$ cat src/design/sfd_pkg.sv
// constants and types shared by the instruction class decoder
package sfd_pkg;

   // decode groups presented to the execute stage
   typedef enum logic [3:0] {
      SFD_GRP_OTHER       = 4'h0,
      SFD_GRP_MISC        = 4'h1,
      SFD_GRP_SIMD_DP     = 4'h2,
      SFD_GRP_HINT_BAR    = 4'h3,
      SFD_GRP_SIMD_LDST   = 4'h4,
      SFD_GRP_UNALLOC     = 4'h5,
      SFD_GRP_SYS_LDST64  = 4'h6,
      SFD_GRP_FP_DP       = 4'h7,
      SFD_GRP_XFER32      = 4'h8,
      SFD_GRP_ADD_SIMD_FP = 4'h9,
      SFD_GRP_UNC_SIMD_FP = 4'hA,
      SFD_GRP_SVC         = 4'hB
   } sfd_group_t;

   // register offsets on the software port (byte addresses)
   localparam logic [3:0] SFD_OFF_CTRL   = 4'h0;
   localparam logic [3:0] SFD_OFF_STATUS = 4'h4;
   localparam logic [3:0] SFD_OFF_UNDEF  = 4'h8;

   // control register fields
   localparam int SFD_CTRL_FP16_BIT = 0;
   localparam int SFD_CTRL_MODE_BIT = 1;
   localparam logic [1:0] SFD_CTRL_RESET = 2'h0;

   // status register fields
   localparam int SFD_STAT_GRP_LSB   = 0;
   localparam int SFD_STAT_UNDEF_BIT = 4;
   localparam int SFD_STAT_DIT_BIT   = 5;
   localparam int SFD_STAT_VALID_BIT = 6;

   // undefined-instruction counter
   localparam int SFD_UNDEF_CNT_W = 16;
   localparam logic [15:0] SFD_UNDEF_CNT_RESET = 16'h0000;

   // instruction field positions
   localparam int SFD_COND_MSB     = 31;
   localparam int SFD_COND_LSB     = 28;
   localparam logic [3:0] SFD_COND_ALWAYS = 4'hF;
   localparam int SFD_UNC_PRI_MSB  = 26;
   localparam int SFD_UNC_PRI_LSB  = 24;
   localparam int SFD_UNC_SEC_BIT  = 20;
   localparam int SFD_SYS_PRI_MSB  = 25;
   localparam int SFD_SYS_PRI_LSB  = 24;
   localparam int SFD_SYS_TER_MSB  = 11;
   localparam int SFD_SYS_TER_LSB  = 10;
   localparam int SFD_SYS_QUA_BIT  = 4;
   localparam int SFD_ALT_PRI_BIT  = 28;

endpackage

$ cat src/design/sfd_chk_if.sv
// carrier between the decoder and its special-encoding checker
`timescale 1ns/1ps
interface sfd_chk_if;
   logic [31:0] instr;
   logic        fp16Present;
   logic        endianUndef;
   logic        recipUndef;
   logic        ditSubset1;
   logic        ditSubset2;

   modport check
   (
      input  instr,
      input  fp16Present,
      output endianUndef,
      output recipUndef,
      output ditSubset1,
      output ditSubset2
   );

   modport host
   (
      output instr,
      output fp16Present,
      input  endianUndef,
      input  recipUndef,
      input  ditSubset1,
      input  ditSubset2
   );
endinterface

$ cat src/design/sfd_special_check.sv
// checks of single encodings: endian set, estimates, timing subsets
`timescale 1ns/1ps
module sfd_special_check
(
   sfd_chk_if.check chk
);
   logic [31:0] ins;
   logic [1:0]  size;
   logic        isEndianSet;
   logic        isRecipEst;
   logic        isMiscCmp;
   logic        isMlaScalar;
   logic        isAbdInt;

   assign ins  = chk.instr;
   assign size = ins[19:18];

   // =========================================
   // endianness set
   assign isEndianSet = (ins[31:16] == 16'hF101) && !ins[4];

   assign chk.endianUndef = isEndianSet && (ins[7] || ins[6]);

   // =========================================
   // reciprocal and reciprocal square root estimates
   assign isRecipEst = (ins[31:23] == 9'h1E7) && (ins[21:20] == 2'h3)
                       && (ins[17:16] == 2'h3) && (ins[11:9] == 3'h2) && !ins[4];

   assign chk.recipUndef = isRecipEst &&
                           ((size == 2'h0) || (size == 2'h3) ||
                            ((size == 2'h1) && (!chk.fp16Present || !ins[8])));

   // =========================================
   // data-independent-timing subsets
   assign isMiscCmp = (ins[31:23] == 9'h1E7) && (ins[21:20] == 2'h3)
                      && (ins[17:16] == 2'h1) && !ins[11] && !ins[4]
                      && ((ins[9:7] == 3'h0) || (ins[9:7] == 3'h1)
                          || (ins[9:7] == 3'h3) || (ins[9:7] == 3'h4)
                          || (ins[9:7] == 3'h6) || (ins[9:7] == 3'h7));
   assign isMlaScalar = (ins[31:25] == 7'h79) && ins[23] && (ins[21:20] != 2'h3)
                        && !ins[11] && !ins[9] && ins[6] && !ins[4];
   assign isAbdInt = (ins[31:25] == 7'h79) && !ins[23] && (ins[11:8] == 4'h7)
                     && !ins[4];

   assign chk.ditSubset1 = isAbdInt;

   assign chk.ditSubset2 = (isMiscCmp && !ins[10]) || (isMlaScalar && !ins[8]);
endmodule

$ cat src/design/simd_fp_decode_classifier.sv
// instruction class decoder for the system, vector and floating-point space
// Summary of operation
// - unconditional primary opcode is taken from bits 26 down to 24.
// - primary 00x gives miscellaneous, 01x gives vector data-processing.
// - primary 1xx other than 101, with secondary 1, gives memory hints and barriers.
// - secondary 0: 100 vector load/store, 11x unallocated; 101 always unallocated.
// - tertiary opcode in the system/vector/FP space is bits 11 and 10.
// - primary 0, secondary 0x, tertiary 1x: register load/store and 64-bit move.
// - primary 0, secondary 10: FP data-processing, unallocated, or 32-bit move.
// - primary 1, secondary not 11, tertiary 1x: additional vector/FP group.
// - condition 1111, primary not 11, secondary 1x: unconditional vector/FP.
// - conditional form uses secondary as tertiary; primary 11 is supervisor call.
// - endianness set undefined unless both mask bits are zero.
// - estimates undefined for size 00/11; size 01 needs half precision and F.
// - second timing subset applies only when condition passes and integer.
// - compares and selects leave first subset; absolute difference integer only.
//
// Local design decisions: the placing of the registers and the strobed register port.
`timescale 1ns/1ps
module simd_fp_decode_classifier
#(
   parameter int ADDR_W = 4
)
(
   input  wire logic              clk,
   input  wire logic              rst,
   input  wire logic              instrValid,
   input  wire logic [31:0]       instr,
   input  wire logic              condPass,
   input  wire logic [ADDR_W-1:0] regAddr,
   input  wire logic [31:0]       regWrData,
   input  wire logic              regWrStb,
   input  wire logic              regRdStb,
   output logic [31:0]            regRdData,
   output logic                   decValid,
   output sfd_pkg::sfd_group_t    decGroup,
   output logic                   undefInstr,
   output logic                   ditApplies
);
   sfd_chk_if chk ();

   logic                fp16Present_q;
   logic                altMode_q;
   logic [15:0]         undefCnt_q;
   logic [15:0]         undefCnt_d;
   logic [31:0]         rdData_d;
   logic                decValid_q;
   sfd_pkg::sfd_group_t decGroup_q;
   sfd_pkg::sfd_group_t group_d;
   logic                undef_d;
   logic                dit_d;
   logic                undefInstr_q;
   logic                ditApplies_q;
   logic [31:0]         rdData_q;

   logic [3:0]          cond;
   logic                condAlways;
   logic [2:0]          uncPri;
   logic                uncSec;
   logic                isUncond;
   logic                isSysA;
   logic [1:0]          sysPri;
   logic [1:0]          sysSec;
   logic                sysTer;
   logic                isSysAlt;
   logic                altPri;
   logic [1:0]          altSec;
   logic [1:0]          altTer;
   logic                altQua;
   logic                wrCtrl;
   logic                wrUndef;

   // =========================================
   // special encodings checker
   // the checker sees the raw word; masking by mode is done below
   assign chk.instr       = instr;
   assign chk.fp16Present = fp16Present_q;

   sfd_special_check u_check
   (
      .chk (chk)
   );

   // =========================================
   // field extraction
   assign cond       = instr[sfd_pkg::SFD_COND_MSB:sfd_pkg::SFD_COND_LSB];
   assign condAlways = (cond == sfd_pkg::SFD_COND_ALWAYS);

   // the unconditional class needs bit 27 low and the system space needs
   // bits 27:26 high, so the two never overlap and need no priority
   // between them
   // three-bit primary
   assign uncPri   = instr[sfd_pkg::SFD_UNC_PRI_MSB:sfd_pkg::SFD_UNC_PRI_LSB];
   assign uncSec   = instr[sfd_pkg::SFD_UNC_SEC_BIT];
   assign isUncond = condAlways && !instr[27];

   // conditional form: primary bits 25:24, secondary 11:10, tertiary bit 4
   assign isSysA = (instr[27:26] == 2'h3);
   assign sysPri = instr[sfd_pkg::SFD_SYS_PRI_MSB:sfd_pkg::SFD_SYS_PRI_LSB];
   assign sysSec = instr[sfd_pkg::SFD_SYS_TER_MSB:sfd_pkg::SFD_SYS_TER_LSB];
   assign sysTer = instr[sfd_pkg::SFD_SYS_QUA_BIT];

   // alternate form: bits 31:29 and 27:26 all high mark the space, and the
   // primary is a single bit, so every other field moves one place down
   // tertiary from bits 11 and 10
   assign isSysAlt = (instr[31:29] == 3'h7) && (instr[27:26] == 2'h3);
   assign altPri   = instr[sfd_pkg::SFD_ALT_PRI_BIT];
   assign altSec   = instr[sfd_pkg::SFD_SYS_PRI_MSB:sfd_pkg::SFD_SYS_PRI_LSB];
   assign altTer   = instr[sfd_pkg::SFD_SYS_TER_MSB:sfd_pkg::SFD_SYS_TER_LSB];
   assign altQua   = instr[sfd_pkg::SFD_SYS_QUA_BIT];

   // =========================================
   // group decode
   // rows are tried in order; in the conditional and alternate forms an unallocated row
   // comes first because it cuts across the primary opcode, so later rows may ignore those codes;
   // words outside every row stay in the other group and are not undefined
   always_comb
   begin
      group_d = sfd_pkg::SFD_GRP_OTHER;
      if (altMode_q)
      begin
         if (isSysAlt)
         begin
            if ((altSec != 2'h3) && !altTer[1])
               group_d = sfd_pkg::SFD_GRP_UNALLOC;
            else if (altSec == 2'h3)
               group_d = sfd_pkg::SFD_GRP_SIMD_DP;
            else if (!altPri && !altSec[1])
               group_d = sfd_pkg::SFD_GRP_SYS_LDST64;
            else if (!altPri && altQua)
               group_d = sfd_pkg::SFD_GRP_XFER32;
            else if (!altPri && (altTer == 2'h2))
               group_d = sfd_pkg::SFD_GRP_FP_DP;
            else if (!altPri)
               group_d = sfd_pkg::SFD_GRP_UNALLOC;
            else
               group_d = sfd_pkg::SFD_GRP_ADD_SIMD_FP;
         end
      end
      else if (isUncond)
      begin
         if (uncPri[2:1] == 2'h0)
            group_d = sfd_pkg::SFD_GRP_MISC;
         else if (uncPri[2:1] == 2'h1)
            group_d = sfd_pkg::SFD_GRP_SIMD_DP;
         else if (uncPri == 3'h5)
            group_d = sfd_pkg::SFD_GRP_UNALLOC;
         else if (uncSec)
            group_d = sfd_pkg::SFD_GRP_HINT_BAR;
         else if (uncPri == 3'h4)
            group_d = sfd_pkg::SFD_GRP_SIMD_LDST;
         else
            group_d = sfd_pkg::SFD_GRP_UNALLOC;
      end
      else if (isSysA)
      begin
         if ((sysPri != 2'h3) && !sysSec[1])
            group_d = sfd_pkg::SFD_GRP_UNALLOC;
         else if (sysPri == 2'h3)
            group_d = sfd_pkg::SFD_GRP_SVC;
         else if (condAlways)
            group_d = sfd_pkg::SFD_GRP_UNC_SIMD_FP;
         else if (!sysPri[1])
            group_d = sfd_pkg::SFD_GRP_SYS_LDST64;
         else if (sysTer)
            group_d = sfd_pkg::SFD_GRP_XFER32;
         else if (sysSec == 2'h2)
            group_d = sfd_pkg::SFD_GRP_FP_DP;
         else
            group_d = sfd_pkg::SFD_GRP_UNALLOC;
      end
   end

   // the special checks only know the conditional form, so they are masked
   // while the alternate form is selected
   // single undefined indication
   assign undef_d = (group_d == sfd_pkg::SFD_GRP_UNALLOC) ||
                    (!altMode_q && (chk.endianUndef || chk.recipUndef));

   // the first subset holds whatever the condition; the second one only
   // counts for words that will really execute
   // condition gates second subset
   assign dit_d = !altMode_q && (chk.ditSubset1 || (chk.ditSubset2 && condPass));

   // =========================================
   // decode output stage
   // an idle cycle shows the other group with both flags low, so a stale
   // decode never reaches the execute stage
   always_ff @(posedge clk)
   begin
      if (rst)
      begin
         decValid_q   <= 1'b0;
         decGroup_q   <= sfd_pkg::SFD_GRP_OTHER;
         undefInstr_q <= 1'b0;
         ditApplies_q <= 1'b0;
      end
      else
      begin
         decValid_q   <= instrValid;
         decGroup_q   <= instrValid ? group_d : sfd_pkg::SFD_GRP_OTHER;
         undefInstr_q <= instrValid && undef_d;
         ditApplies_q <= instrValid && dit_d;
      end
   end

   // =========================================
   // control register
   // offset 0x0: bit 0 half precision present, bit 1 alternate form
   // offset 0x4: last group, undefined, timing and valid flags, read only
   // offset 0x8: saturating count of undefined words, any write clears it
   // unmapped offsets read as zero and drop writes
   // a mode change applies to the word taken on the following edge
   assign wrCtrl  = regWrStb && (regAddr == ADDR_W'(sfd_pkg::SFD_OFF_CTRL));
   assign wrUndef = regWrStb && (regAddr == ADDR_W'(sfd_pkg::SFD_OFF_UNDEF));

   always_ff @(posedge clk)
   begin
      if (rst)
      begin
         fp16Present_q <= sfd_pkg::SFD_CTRL_RESET[sfd_pkg::SFD_CTRL_FP16_BIT];
         altMode_q     <= sfd_pkg::SFD_CTRL_RESET[sfd_pkg::SFD_CTRL_MODE_BIT];
      end
      else if (wrCtrl)
      begin
         fp16Present_q <= regWrData[sfd_pkg::SFD_CTRL_FP16_BIT];
         altMode_q     <= regWrData[sfd_pkg::SFD_CTRL_MODE_BIT];
      end
   end

   // =========================================
   // undefined counter: a write clears, a same-cycle event still counts
   // the count stops at all ones rather than wrap, so software can tell an
   // overflow apart from a small count; the clear acts before the increment,
   // which leaves a count of one when both fall in the same cycle
   always_comb
   begin
      undefCnt_d = wrUndef ? sfd_pkg::SFD_UNDEF_CNT_RESET : undefCnt_q;
      if (undefInstr_q && (undefCnt_d != 16'hFFFF))
         undefCnt_d = undefCnt_d + 16'h0001;
   end

   always_ff @(posedge clk)
   begin
      if (rst)
         undefCnt_q <= sfd_pkg::SFD_UNDEF_CNT_RESET;
      else
         undefCnt_q <= undefCnt_d;
   end

   // =========================================
   // read port, data in the cycle after the strobe
   // the data register falls back to zero when no read is made, so a value
   // only stands in the one cycle after its strobe
   always_comb
   begin
      rdData_d = 32'h0000_0000;
      if (regRdStb)
      begin
         if (regAddr == ADDR_W'(sfd_pkg::SFD_OFF_CTRL))
         begin
            rdData_d[sfd_pkg::SFD_CTRL_FP16_BIT] = fp16Present_q;
            rdData_d[sfd_pkg::SFD_CTRL_MODE_BIT] = altMode_q;
         end
         else if (regAddr == ADDR_W'(sfd_pkg::SFD_OFF_STATUS))
         begin
            rdData_d[sfd_pkg::SFD_STAT_GRP_LSB +: 4] = decGroup_q;
            rdData_d[sfd_pkg::SFD_STAT_UNDEF_BIT]    = undefInstr_q;
            rdData_d[sfd_pkg::SFD_STAT_DIT_BIT]      = ditApplies_q;
            rdData_d[sfd_pkg::SFD_STAT_VALID_BIT]    = decValid_q;
         end
         else if (regAddr == ADDR_W'(sfd_pkg::SFD_OFF_UNDEF))
            rdData_d[15:0] = undefCnt_q;
      end
   end

   always_ff @(posedge clk)
   begin
      if (rst)
         rdData_q <= 32'h0000_0000;
      else
         rdData_q <= rdData_d;
   end

   assign regRdData  = rdData_q;
   assign decValid   = decValid_q;
   assign decGroup   = decGroup_q;
   assign undefInstr = undefInstr_q;
   assign ditApplies = ditApplies_q;
endmodule

$ cat config.mk
export PLATFORM = sky130hd
export DESIGN_NAME = simd_fp_decode_classifier
export DESIGN_NICKNAME = d
export VERILOG_FILES = /design/src/design/sfd_pkg.sv /design/src/design/sfd_chk_if.sv /design/src/design/sfd_special_check.sv /design/src/design/simd_fp_decode_classifier.sv
export SDC_FILE = /design/constraint.sdc
export NUM_CORES = 1
export LEC_CHECK = 0
export ABC_CLOCK_PERIOD_IN_PS = 2500
export BUFFER_PORTS_ARGS = -buffer_cell sky130_fd_sc_hd__buf_2
export CAP_MARGIN = 20
export CORE_MARGIN = 2
export CORE_UTILIZATION = 30
export CTS_BUF_LIST = sky130_fd_sc_hd__clkbuf_8
export CTS_CLUSTER_SIZE = 30
export DETAILED_ROUTE_END_ITERATION = 10
export GPL_TIMING_DRIVEN = 0
export PLACE_DENSITY = 0.55
export SKIP_LAST_GASP = 1
export SYNTH_ARGS = -nofsm -noshare
export SYNTH_HDL_FRONTEND = slang
export SYNTH_SLANG_ARGS = --single-unit
$ cat constraint.sdc
create_clock -name clk -period 2.5 [get_ports clk]
set_input_delay 0.125 -clock clk [delete_from_list [all_inputs] [get_ports clk]]
set_output_delay 0.125 -clock clk [all_outputs]
set_load 0.05 [all_outputs]
==> results.sh, run 1 <==
export IMPL_outcome="finished clean"
export IMPL_vias=2030
export IMPL_cts_sinks=41
export IMPL_grt_max_degree=12
export IMPL_critPathCaptureType="register"
export IMPL_fin_ws_ps=322.8
export IMPL_ys_ff_latch=41
export IMPL_synth_area_per_cell_um2=8.506
export IMPL_ys_warnings_count=0
export IMPL_port_buffers=55
export IMPL_setup_worst_path_class="in2reg"
export IMPL_hold_viol=0
export IMPL_grt_ovfl_total=0
export IMPL_grt_pass1_wl_um=8418
export IMPL_yosysTopAreaCell="dfxtp_1"
export IMPL_coreArea_um2=7176
export IMPL_hold_depth=3
export IMPL_io_pins=113
export IMPL_placed_cell_area_um2=2650
export IMPL_first_pass_iters=4
export IMPL_grt_use_total=0.1366
export IMPL_synthesis_area_um2=2195
export IMPL_clk_pin_slew_ps=70
export IMPL_vias_per_cell=4.667
export IMPL_area_delta_synth_final_pct=25.03
export IMPL_die_area_um2=8016
export IMPL_power_per_cell_area_nw_per_um2=465.0
export IMPL_power_mw=1.276
export IMPL_tightest_slew_ps=902.7
export IMPL_drc_errors=0
export IMPL_root_buffer="clkbuf_8"
export IMPL_max_slew_margin=0.3897
export IMPL_cts_resized=0
export IMPL_cts_buffer_depth=2
export IMPL_grt_pass1_vias=1761
export IMPL_multi_input_area_um2=1231
export IMPL_clock_latency_ps=290
export IMPL_wl_um=5275
export IMPL_gp_congestion=0.8130
export IMPL_rsz0062_at_grt="false"
export IMPL_final_cell_mix="56 x buf_2, 41 x dfxtp_1, 26 x nand2_1"
export IMPL_tns_ps=0
export IMPL_synth_edf_count=0
export IMPL_drive_gt1_frac=0.2798
export IMPL_insertedDiodeCount=0
export IMPL_ys_seq_area_frac=0.3740
export IMPL_synth_top_area_share=0.3740
export IMPL_synthFlopType="dfxtp_1"
export IMPL_cp_start_kind="primary input"
export IMPL_synth_async_reset_ratio=0
export IMPL_htreeDepth=2
export IMPL_r2r_setup_slack_ps=360
export IMPL_dp_slack_ps=-305.2
export IMPL_ant_nets=0
export IMPL_slew_viol_final=0
export IMPL_cp_arrival_ps=2400
export IMPL_finalSetupViolations=0
export IMPL_skew_ps=6.382
export IMPL_peakVddDrop_mv=0.2114
export IMPL_layout_commonest_cell="buf_2"
export IMPL_fp_dieW_um=89.53
export IMPL_fill_cells=763
export IMPL_wire_per_inst_um=12.13
export IMPL_cap_violations=0
export IMPL_grt_antenna_before_repair=0
export IMPL_p_leak_nw=1.161
export IMPL_drt_initial_drc_count=86
export IMPL_synth_area_leaders="dfxtp_1 37%, buf_4 5.5%, nand2_1 4.4%"
export IMPL_start_util=0.3058
export IMPL_row_count=31
export IMPL_min_period_over_period=0.8709
export IMPL_cts_buffers=5
export IMPL_nets=413
export IMPL_synthCells=258
export IMPL_max_freq_ghz=0.4593
export IMPL_dp_hpwl_um=4057
export IMPL_yosys_cell_types_count=56
export IMPL_worstPathMaxFanout=10
export IMPL_hp_class="in2reg"
export IMPL_seqCellArea_um2=820.8
export IMPL_cts_tree="built"
export IMPL_cp_data_required_time_ps=2720
export IMPL_chipHeight_um=89.53
export IMPL_rr_worst_depth=7
export IMPL_stdcell_area_um2=2744
export IMPL_fin_crit_ps=2177
[Yosys cell counts, types with 2 or more instances]
master     number
a211o_1         3
a21oi_1        11
a22oi_1         6
a311oi_1        2
a31oi_1         2
and2_1         14
and3_1          2
and4_1          2
and4bb_2        2
buf_4          16
clkbuf_1        3
dfxtp_1        41
ha_1            3
inv_1          13
nand2_1        26
nand2b_1        3
nand3_1         7
nand3b_1        2
nand4_1         3
nand4b_1        2
nor2_1         25
nor2b_1         4
nor3b_1         2
nor4_1          3
nor4b_1         2
o2111ai_1       4
o211ai_1        8
o21ai_0         9
o221a_2         2
or3_1           4
xnor2_1         4
xor2_1          4
[state kept, by name (all words and copies together), names as in the netlist]
register,cells
regRdData,16
undefCnt_q,16
decGroup,4
altMode_q,1
chk.fp16Present,1
decValid,1
ditApplies,1
undefInstr,1
[path summary, 6_finish.rpt]
kind	start	endpoint
worst min-delay path	regWrData[0]	chk.fp16Present
worst max register to register	undefCnt_q[1]	undefCnt_q[15]
worst min register to register	undefCnt_q[9]	undefCnt_q[9]
worst max-delay path	regAddr[0]	undefCnt_q[15]
[per-stage QoR]
step,util,hold slack (ps),std cells
4_1_cts,0.3824,77.12,435
3_3_place_gp,0.3693,395.0,427
3_5_place_dp,0.3693,386.2,427
5_1_grt,0.3824,88.27,435
2_1_floorplan,-,272.5,273
6_report,0.3824,84.87,435
[report_power, final]
group	internal [mW]	total, mW	switching (mW)	leakage (nW)
Clock	0.215	0.428	0.213	0.0485
Sequential	0.656	0.658	0.00239	0.331
Combinational	0.0604	0.190	0.129	0.781
Total	0.931	1.28	0.344	1.16
[cell type report]
cell class	count	share of cell area
Inverter	13	0.01778
Tap cell	99	0.04514
Clock buffer	6	0.03010
Timing Repair Buffer	56	0.1031
Clock inverter	1	0.001368
Sequential cell	41	0.2991
Buffer	22	0.05472
Multi-Input combinational cell	197	0.4487
[cell families after synthesis]
family / after synthesis / share of synthesized area
AND/OR/NAND/NOR: 112 / 0.2873
buffers and inverters: 35 / 0.09065
AO/OA/AOI/OAI: 57 / 0.1927
other: 1 / 0.001709
flip-flops: 41 / 0.3740
multiplexers: 1 / 0.004561
XOR/XNOR: 8 / 0.03192
adder cells (fa/ha/maj): 3 / 0.01711
[repair_timing]
action	CTS	global route
buffers inserted	1	0
endpoints found under the setup margin	2	0
hold buffers	0	0
hold endpoints to repair	0	0
[worst max-delay path, cell delays in order]
cell and delay (ps):
buf_2 140, nor4b_4 310, nand2_2 190, and2_1 230, ha_1 230, and3_2 220, nand3_2 200, o21ai_1 210
or3_1 390, a21oi_1 140
[metal layers]
layer	wire length [µm]	up-vias	part of all wire	GRT usage
li1	-	1051	-	-
met1	2424	921	0.46	0.1810
met2	2512	54	0.48	0.2148
met3	280	4	0.053	0.03693
met4	58	0	0.011	0.04613
met5	0	-	0	0
No activity file was read; power rests on OpenSTA's default activity.
==> inputs of run 2 (changes only) <==
--- a/config.mk
+++ b/config.mk
@@ -5,7 +5,7 @@
 export SDC_FILE = /design/constraint.sdc
 export NUM_CORES = 1
 export LEC_CHECK = 0
-export ABC_CLOCK_PERIOD_IN_PS = 2500
+export ABC_CLOCK_PERIOD_IN_PS = 2000
 export BUFFER_PORTS_ARGS = -buffer_cell sky130_fd_sc_hd__buf_2
 export CAP_MARGIN = 20
 export CORE_MARGIN = 2
@@ -14,7 +14,8 @@
 export CTS_CLUSTER_SIZE = 30
 export DETAILED_ROUTE_END_ITERATION = 10
 export GPL_TIMING_DRIVEN = 0
-export PLACE_DENSITY = 0.55
+export MAX_ROUTING_LAYER = met4
+export PLACE_DENSITY = 0.56
 export SKIP_LAST_GASP = 1
 export SYNTH_ARGS = -nofsm -noshare
 export SYNTH_HDL_FRONTEND = slang
==> constraint.sdc (replaced) <==
create_clock -name clk -period 2 [get_ports clk]
set_input_delay 0.1 -clock clk [delete_from_list [all_inputs] [get_ports clk]]
set_output_delay 0.1 -clock clk [all_outputs]
set_load 0.05 [all_outputs]
==> run 2 against run 1 <==
  * Count of clock-buffer cells in the layout unchanged
  * Flip-flop and latch count is the same
  * Register-to-register slack got worse by 190 ps
  * Cell area is 2.3% higher
  * Sequential power grew 25%
  * Setup slack got worse by 160 ps
  * Combinational power is 24% higher
  * Sequential share of layout area is 0.58 points lower
  * Critical endpoint is now undefCnt_q[0]
  * Largest cell class unchanged
  * Highest routed layer unchanged
==> results.sh, run 2 (same netlist as run 1, synthesis figures left out) <==
export IMPL_max_freq_ghz=0.5452
export IMPL_grt_pass1_vias=1854
export IMPL_root_buffer="clkbuf_8"
export IMPL_r2r_end="undefCnt_q[0]"
export IMPL_area_delta_synth_final_pct=27.88
export IMPL_postLayoutCoreUtil=0.3911
export IMPL_cp_data_required_time_ps=2170
export IMPL_gp_congestion=0.8278
export IMPL_dp_cells=427
export IMPL_slew_viol_final=0
export IMPL_timing_critical_path_buf_inv=0
export IMPL_cp_start_kind="register"
export IMPL_cts_buffer_depth=2
export IMPL_dp_hpwl_um=4154
export IMPL_critPathCaptureType="register"
export IMPL_power_frac_seq=0.474
export IMPL_row_count=31
export IMPL_final_cells=436
export IMPL_tightest_slew_ps=903.6
export IMPL_io_pins=113
export IMPL_p_switching_mw=0.4399
export IMPL_wire_per_inst_um=12.06
export IMPL_hold_end="chk.fp16Present"
export IMPL_drt_initial_drc_count=73
export IMPL_peakVddDrop_mv=0.2306
export IMPL_hold_viol=0
export IMPL_grt_use_total=0.1456
export IMPL_coreArea_um2=7176
export IMPL_first_pass_iters=4
export IMPL_timing_rr_start="undefCnt_q[1]"
export IMPL_max_stage_delay_ps=380
export IMPL_hp_start="regWrData[0]"
export IMPL_power_mw=1.737
export IMPL_power_per_cell_area_nw_per_um2=618.9
export IMPL_fp_dieW_um=89.53
export IMPL_vias=2019
export IMPL_hp_class="in2reg"
export IMPL_r2r_setup_slack_ps=170
export IMPL_final_cell_mix="56 x buf_2, 39 x dfxtp_1, 26 x nand2_1"
export IMPL_ant_nets=0
export IMPL_wl_um=5258
export IMPL_dp_slack_ps=-574.5
export IMPL_die_area_um2=8016
export IMPL_p_leak_nw=1.176
export IMPL_worstPathMaxFanout=8
export IMPL_cp_arrival_ps=2000
export IMPL_nets=413
export IMPL_crit_chain="and2_4 > ha_2 > and3_4 > nand3_4 > o41ai_4 > xnor2_1 > nor2b_1"
export IMPL_finalSetupViolations=0
export IMPL_clock_latency_ps=290
export IMPL_max_slew_margin=0.3891
export IMPL_combPwrFrac=0.136
export IMPL_port_buffers=55
export IMPL_setup_worst_path_class="reg2reg"
export IMPL_grt_ovfl_total=0
export IMPL_grt_pass1_wl_um=8838
export IMPL_insertedDiodeCount=0
export IMPL_outcome="finished clean"
export IMPL_switching_share=0.2533
export IMPL_grt_max_degree=13
export IMPL_rsz0062_at_grt="false"
export IMPL_drive_gt1_frac=0.2997
export IMPL_crit_family="simple AND/OR/NAND/NOR gates"
export IMPL_slowest_stage="dfxtp_2"
export IMPL_fin_crit_ps=1834
export IMPL_pwr_share_clk=0.390
export IMPL_clk_pin_slew_ps=80
export IMPL_skew_ps=6.242
export IMPL_cts_sinks=41
export IMPL_layout_commonest_cell="buf_2"
export IMPL_drc_errors=0
export IMPL_cts_tree="built"
export IMPL_min_period_over_period=0.9170
export IMPL_start_util=0.3058
export IMPL_hold_depth=3
export IMPL_vias_per_cell=4.631
export IMPL_cap_violations=0
export IMPL_tns_ps=0
export IMPL_grt_antenna_before_repair=0
export IMPL_cts_buffers=5
export IMPL_intPower_mw=1.297
export IMPL_chipHeight_um=89.53
export IMPL_fin_ws_ps=166.0
export IMPL_rr_worst_depth=7
export IMPL_htreeDepth=2
export IMPL_ctsHoldBuffers=0
run 2: worst min-delay path: stages:
cell and delay [ps]:
buf_2 100, nand3_1 60, a21oi_1 50
run 2: power by group through the flow:
stage	sequential, mW	clock, mW	combinational, mW
floorplan	0.854	0	0.150
finish	0.823	0.678	0.236
global placement	0.842	0	0.234
CTS	0.823	0.703	0.236
detailed placement	0.842	0	0.234
global route	0.824	0.738	0.258
run 2: final cells by class:
| type | count | area, µm² |
|---|---|---|
| buffer | 22 | 150.1 |
| tap | 99 | 123.9 |
| clock buffer | 6 | 82.58 |
| inverter | 13 | 48.80 |
| timing repair buffer | 56 | 282.8 |
| multi-input combinational | 197 | 1261 |
| sequential | 41 | 823.3 |
| fill | 762 | 4369 |
| clock inverter | 2 | 33.78 |
run 2: worst max path at each step:
stage	end	cells past startpoint	slack [ps]	startpoint
floorplan	undefCnt_q[15]	9	-20	regAddr[2]
detailed placement	undefCnt_q[15]	10	-570	regAddr[2]
CTS	undefCnt_q[0]	7	20	undefCnt_q[1]
finish	undefCnt_q[0]	7	170	undefCnt_q[1]
global placement	undefCnt_q[15]	10	-530	regAddr[2]
global route	undefCnt_q[0]	7	20	undefCnt_q[1]
run 2: metal layers:
| metal | global-route usage | share of wire | vias up | wire [µm] |
|---|---|---|---|---|
| met2 | 0.2323 | 0.49 | 47 | 2581 |
| met1 | 0.1797 | 0.45 | 910 | 2349 |
| met4 | 0.04885 | 0.015 | 0 | 77 |
| met3 | 0.03601 | 0.048 | 6 | 250 |
| met5 | - | 0 | - | 0 |
| li1 | - | - | 1056 | - |
run 2: per-stage QoR:
stage | area, µm² | hold slack (ps)
floorplan | 2281 | 247.5
global placement | 2680 | 369.6
detailed placement | 2680 | 372.6
CTS | 2804 | 56.37
global route | 2806 | 59.95
finish | 2806 | 63.54
run 2: what timing repair did:
action                                  4_1_cts  5_1_grt
pin swaps                                     1        1
setup buffers                                 1        0
gates resized for setup                       0        2
endpoints found under the setup margin       12        3
==> inputs of run 3 (changes only) <==
--- a/config.mk
+++ b/config.mk
@@ -10,7 +10,7 @@
 export CAP_MARGIN = 20
 export CORE_MARGIN = 2
 export CORE_UTILIZATION = 30
-export CTS_BUF_LIST = sky130_fd_sc_hd__clkbuf_8
+export CTS_BUF_LIST = sky130_fd_sc_hd__clkbuf_16
 export CTS_CLUSTER_SIZE = 30
 export DETAILED_ROUTE_END_ITERATION = 10
 export GPL_TIMING_DRIVEN = 0
==> run 3 against run 2 <==
  * Flip-flop and latch count stayed put
  * Worst hold slack better by 14 ps
  * Non-clock buffer count stayed put
  * Cell area is 1.6% higher
  * Routed wire length hardly changed
  * Maximum frequency is 1.1% lower
  * Total power is 12% higher
  * Highest routed layer unchanged
  * Count of clock-buffer cells in the layout is 1 lower
  * First-iteration DRC count is 4.1% lower
  * Cell count stayed put
==> results.sh, run 3 (same netlist as run 1, synthesis figures left out) <==
export IMPL_outcome="finished clean"
export IMPL_clk_pin_slew_ps=60
export IMPL_dp_hpwl_um=4154
export IMPL_placed_cell_area_um2=2680
export IMPL_row_count=31
export IMPL_setup_worst_path_class="in2reg"
export IMPL_final_cell_mix="56 x buf_2, 39 x dfxtp_1, 26 x nand2_1"
export IMPL_max_stage_delay_ps=360
export IMPL_chipHeight_um=89.53
export IMPL_tns_ps=0
export IMPL_grt_ovfl_total=0
export IMPL_fin_ws_ps=145.2
export IMPL_crit_family="simple AND/OR/NAND/NOR gates"
export IMPL_cp_data_required_time_ps=2210
export IMPL_worstPathMaxFanout=10
export IMPL_first_pass_iters=4
export IMPL_cp_arrival_ps=2060
export IMPL_nets=413
export IMPL_drt_initial_drc_count=70
export IMPL_slowest_stage="or3_1"
export IMPL_p_leak_nw=1.196
export IMPL_dp_slack_ps=-574.5
export IMPL_io_pins=113
export IMPL_max_freq_ghz=0.5391
export IMPL_cp_start_kind="primary input"
export IMPL_dp_cells=427
export IMPL_cts_tree="built"
export IMPL_start_util=0.3058
export IMPL_peakVddDrop_mv=0.3102
export IMPL_grt_max_degree=13
export IMPL_gp_congestion=0.8278
export IMPL_drive_gt1_frac=0.2967
export IMPL_stdcell_area_um2=2853
export IMPL_fill_cells=751
export IMPL_fin_crit_ps=1855
export IMPL_hold_viol=0
export IMPL_min_period_over_period=0.9274
export IMPL_grt_use_total=0.1440
export IMPL_slew_viol_final=0
export IMPL_layout_commonest_cell="buf_2"
export IMPL_coreArea_um2=7176
export IMPL_crit_chain="buf_2 > nor4b_4 > nand2_2 > and2_4 > ha_2 > and3_4 > nand3_4 > o21ai_4 > or3_1 > a21oi_1"
export IMPL_vias=2025
export IMPL_grt_pass1_vias=1848
export IMPL_hp_class="in2reg"
export IMPL_ant_nets=0
export IMPL_cts_buffer_depth=2
export IMPL_finalSetupViolations=0
export IMPL_wl_um=5261
export IMPL_max_slew_margin=0.3896
export IMPL_wire_per_inst_um=12.07
export IMPL_tightest_slew_ps=902.9
export IMPL_power_per_cell_area_nw_per_um2=681.2
export IMPL_critPathCaptureType="register"
export IMPL_grt_antenna_before_repair=0
export IMPL_root_buffer="clkbuf_16"
export IMPL_rsz0062_at_grt="false"
export IMPL_port_buffers=55
export IMPL_vias_per_cell=4.644
export IMPL_timing_critical_path_buf_inv=1
export IMPL_drc_errors=0
export IMPL_insertedDiodeCount=0
export IMPL_r2r_setup_slack_ps=170
export IMPL_ctsHoldBuffers=0
export IMPL_htreeDepth=2
export IMPL_grt_pass1_wl_um=8700
export IMPL_die_area_um2=8016
export IMPL_final_cells=436
export IMPL_clock_latency_ps=280
export IMPL_fp_dieW_um=89.53
export IMPL_cts_buffers=5
export IMPL_area_delta_synth_final_pct=29.99
export IMPL_cts_sinks=41
export IMPL_skew_ps=3.056
export IMPL_cap_violations=0
[run 3: cell types whose count changed in the layout (fill, tap and decap cells not counted)]
cell       change
clkbuf_8       -6
clkbuf_16      +5
clkinv_1       +1
[run 3: through the flow]
stage | util | total power [mW] | hold slack [ps]
after detailed placement | 0.3735 | 1.076 | 372.6
after global routing | 0.3976 | 2.031 | 79.96
final | 0.3976 | 1.943 | 77.83
after floorplan | - | 1.004 | 247.5
after CTS | 0.3972 | 1.969 | 73.38
after global placement | 0.3735 | 1.076 | 369.6
[run 3: tightest hold or removal path, delay by kind of cell]
kind / cells / cell delay, ps
buffers and inverters: 1 / 100
AOI/OAI and AO/OA: 1 / 50
and+or+nand+nor: 1 / 50
[run 3: cell type report]
type	instances	area [µm²]	share of cell area
Clock inverter	3	37.54	0.01316
Tap cell	99	123.9	0.04342
Sequential cell	41	823.3	0.2886
Inverter	13	48.80	0.01711
Clock buffer	5	125.1	0.04386
Timing Repair Buffer	56	282.8	0.09912
Buffer	22	150.1	0.05263
Multi-Input combinational cell	197	1261	0.4421
[run 3: final timing paths]
path / cells after the start / endpoint / startpoint
worst min-delay path: 3 / altMode_q / regWrData[1]
worst min register to register: 1 / undefCnt_q[9] / undefCnt_q[9]
worst max-delay path: 10 / undefCnt_q[15] / regAddr[1]
worst max register to register: 7 / undefCnt_q[0] / undefCnt_q[1]
[run 3: report_power, final]
part,internal [mW],switching (mW)
sequential,0.821,0.00286
combinational,0.0755,0.161
clock,0.579,0.304
[run 3: what timing repair did]
action                     4_1_cts  5_1_grt
pin swaps                        1        1
buffers inserted                 1        0
resized for setup                0        2
hold endpoints to repair         0        0
setup endpoints to repair       12        2
[run 3: metal layers]
| layer | vias up | share of wire | track usage | routed length (µm) |
|---|---|---|---|---|
| met1 | 907 | 0.45 | 0.1752 | 2351 |
| met5 | - | 0 | - | 0 |
| met3 | 7 | 0.054 | 0.03878 | 286 |
| met2 | 60 | 0.48 | 0.2283 | 2546 |
| met4 | 0 | 0.014 | 0.05292 | 76 |
| li1 | 1051 | - | - | - |
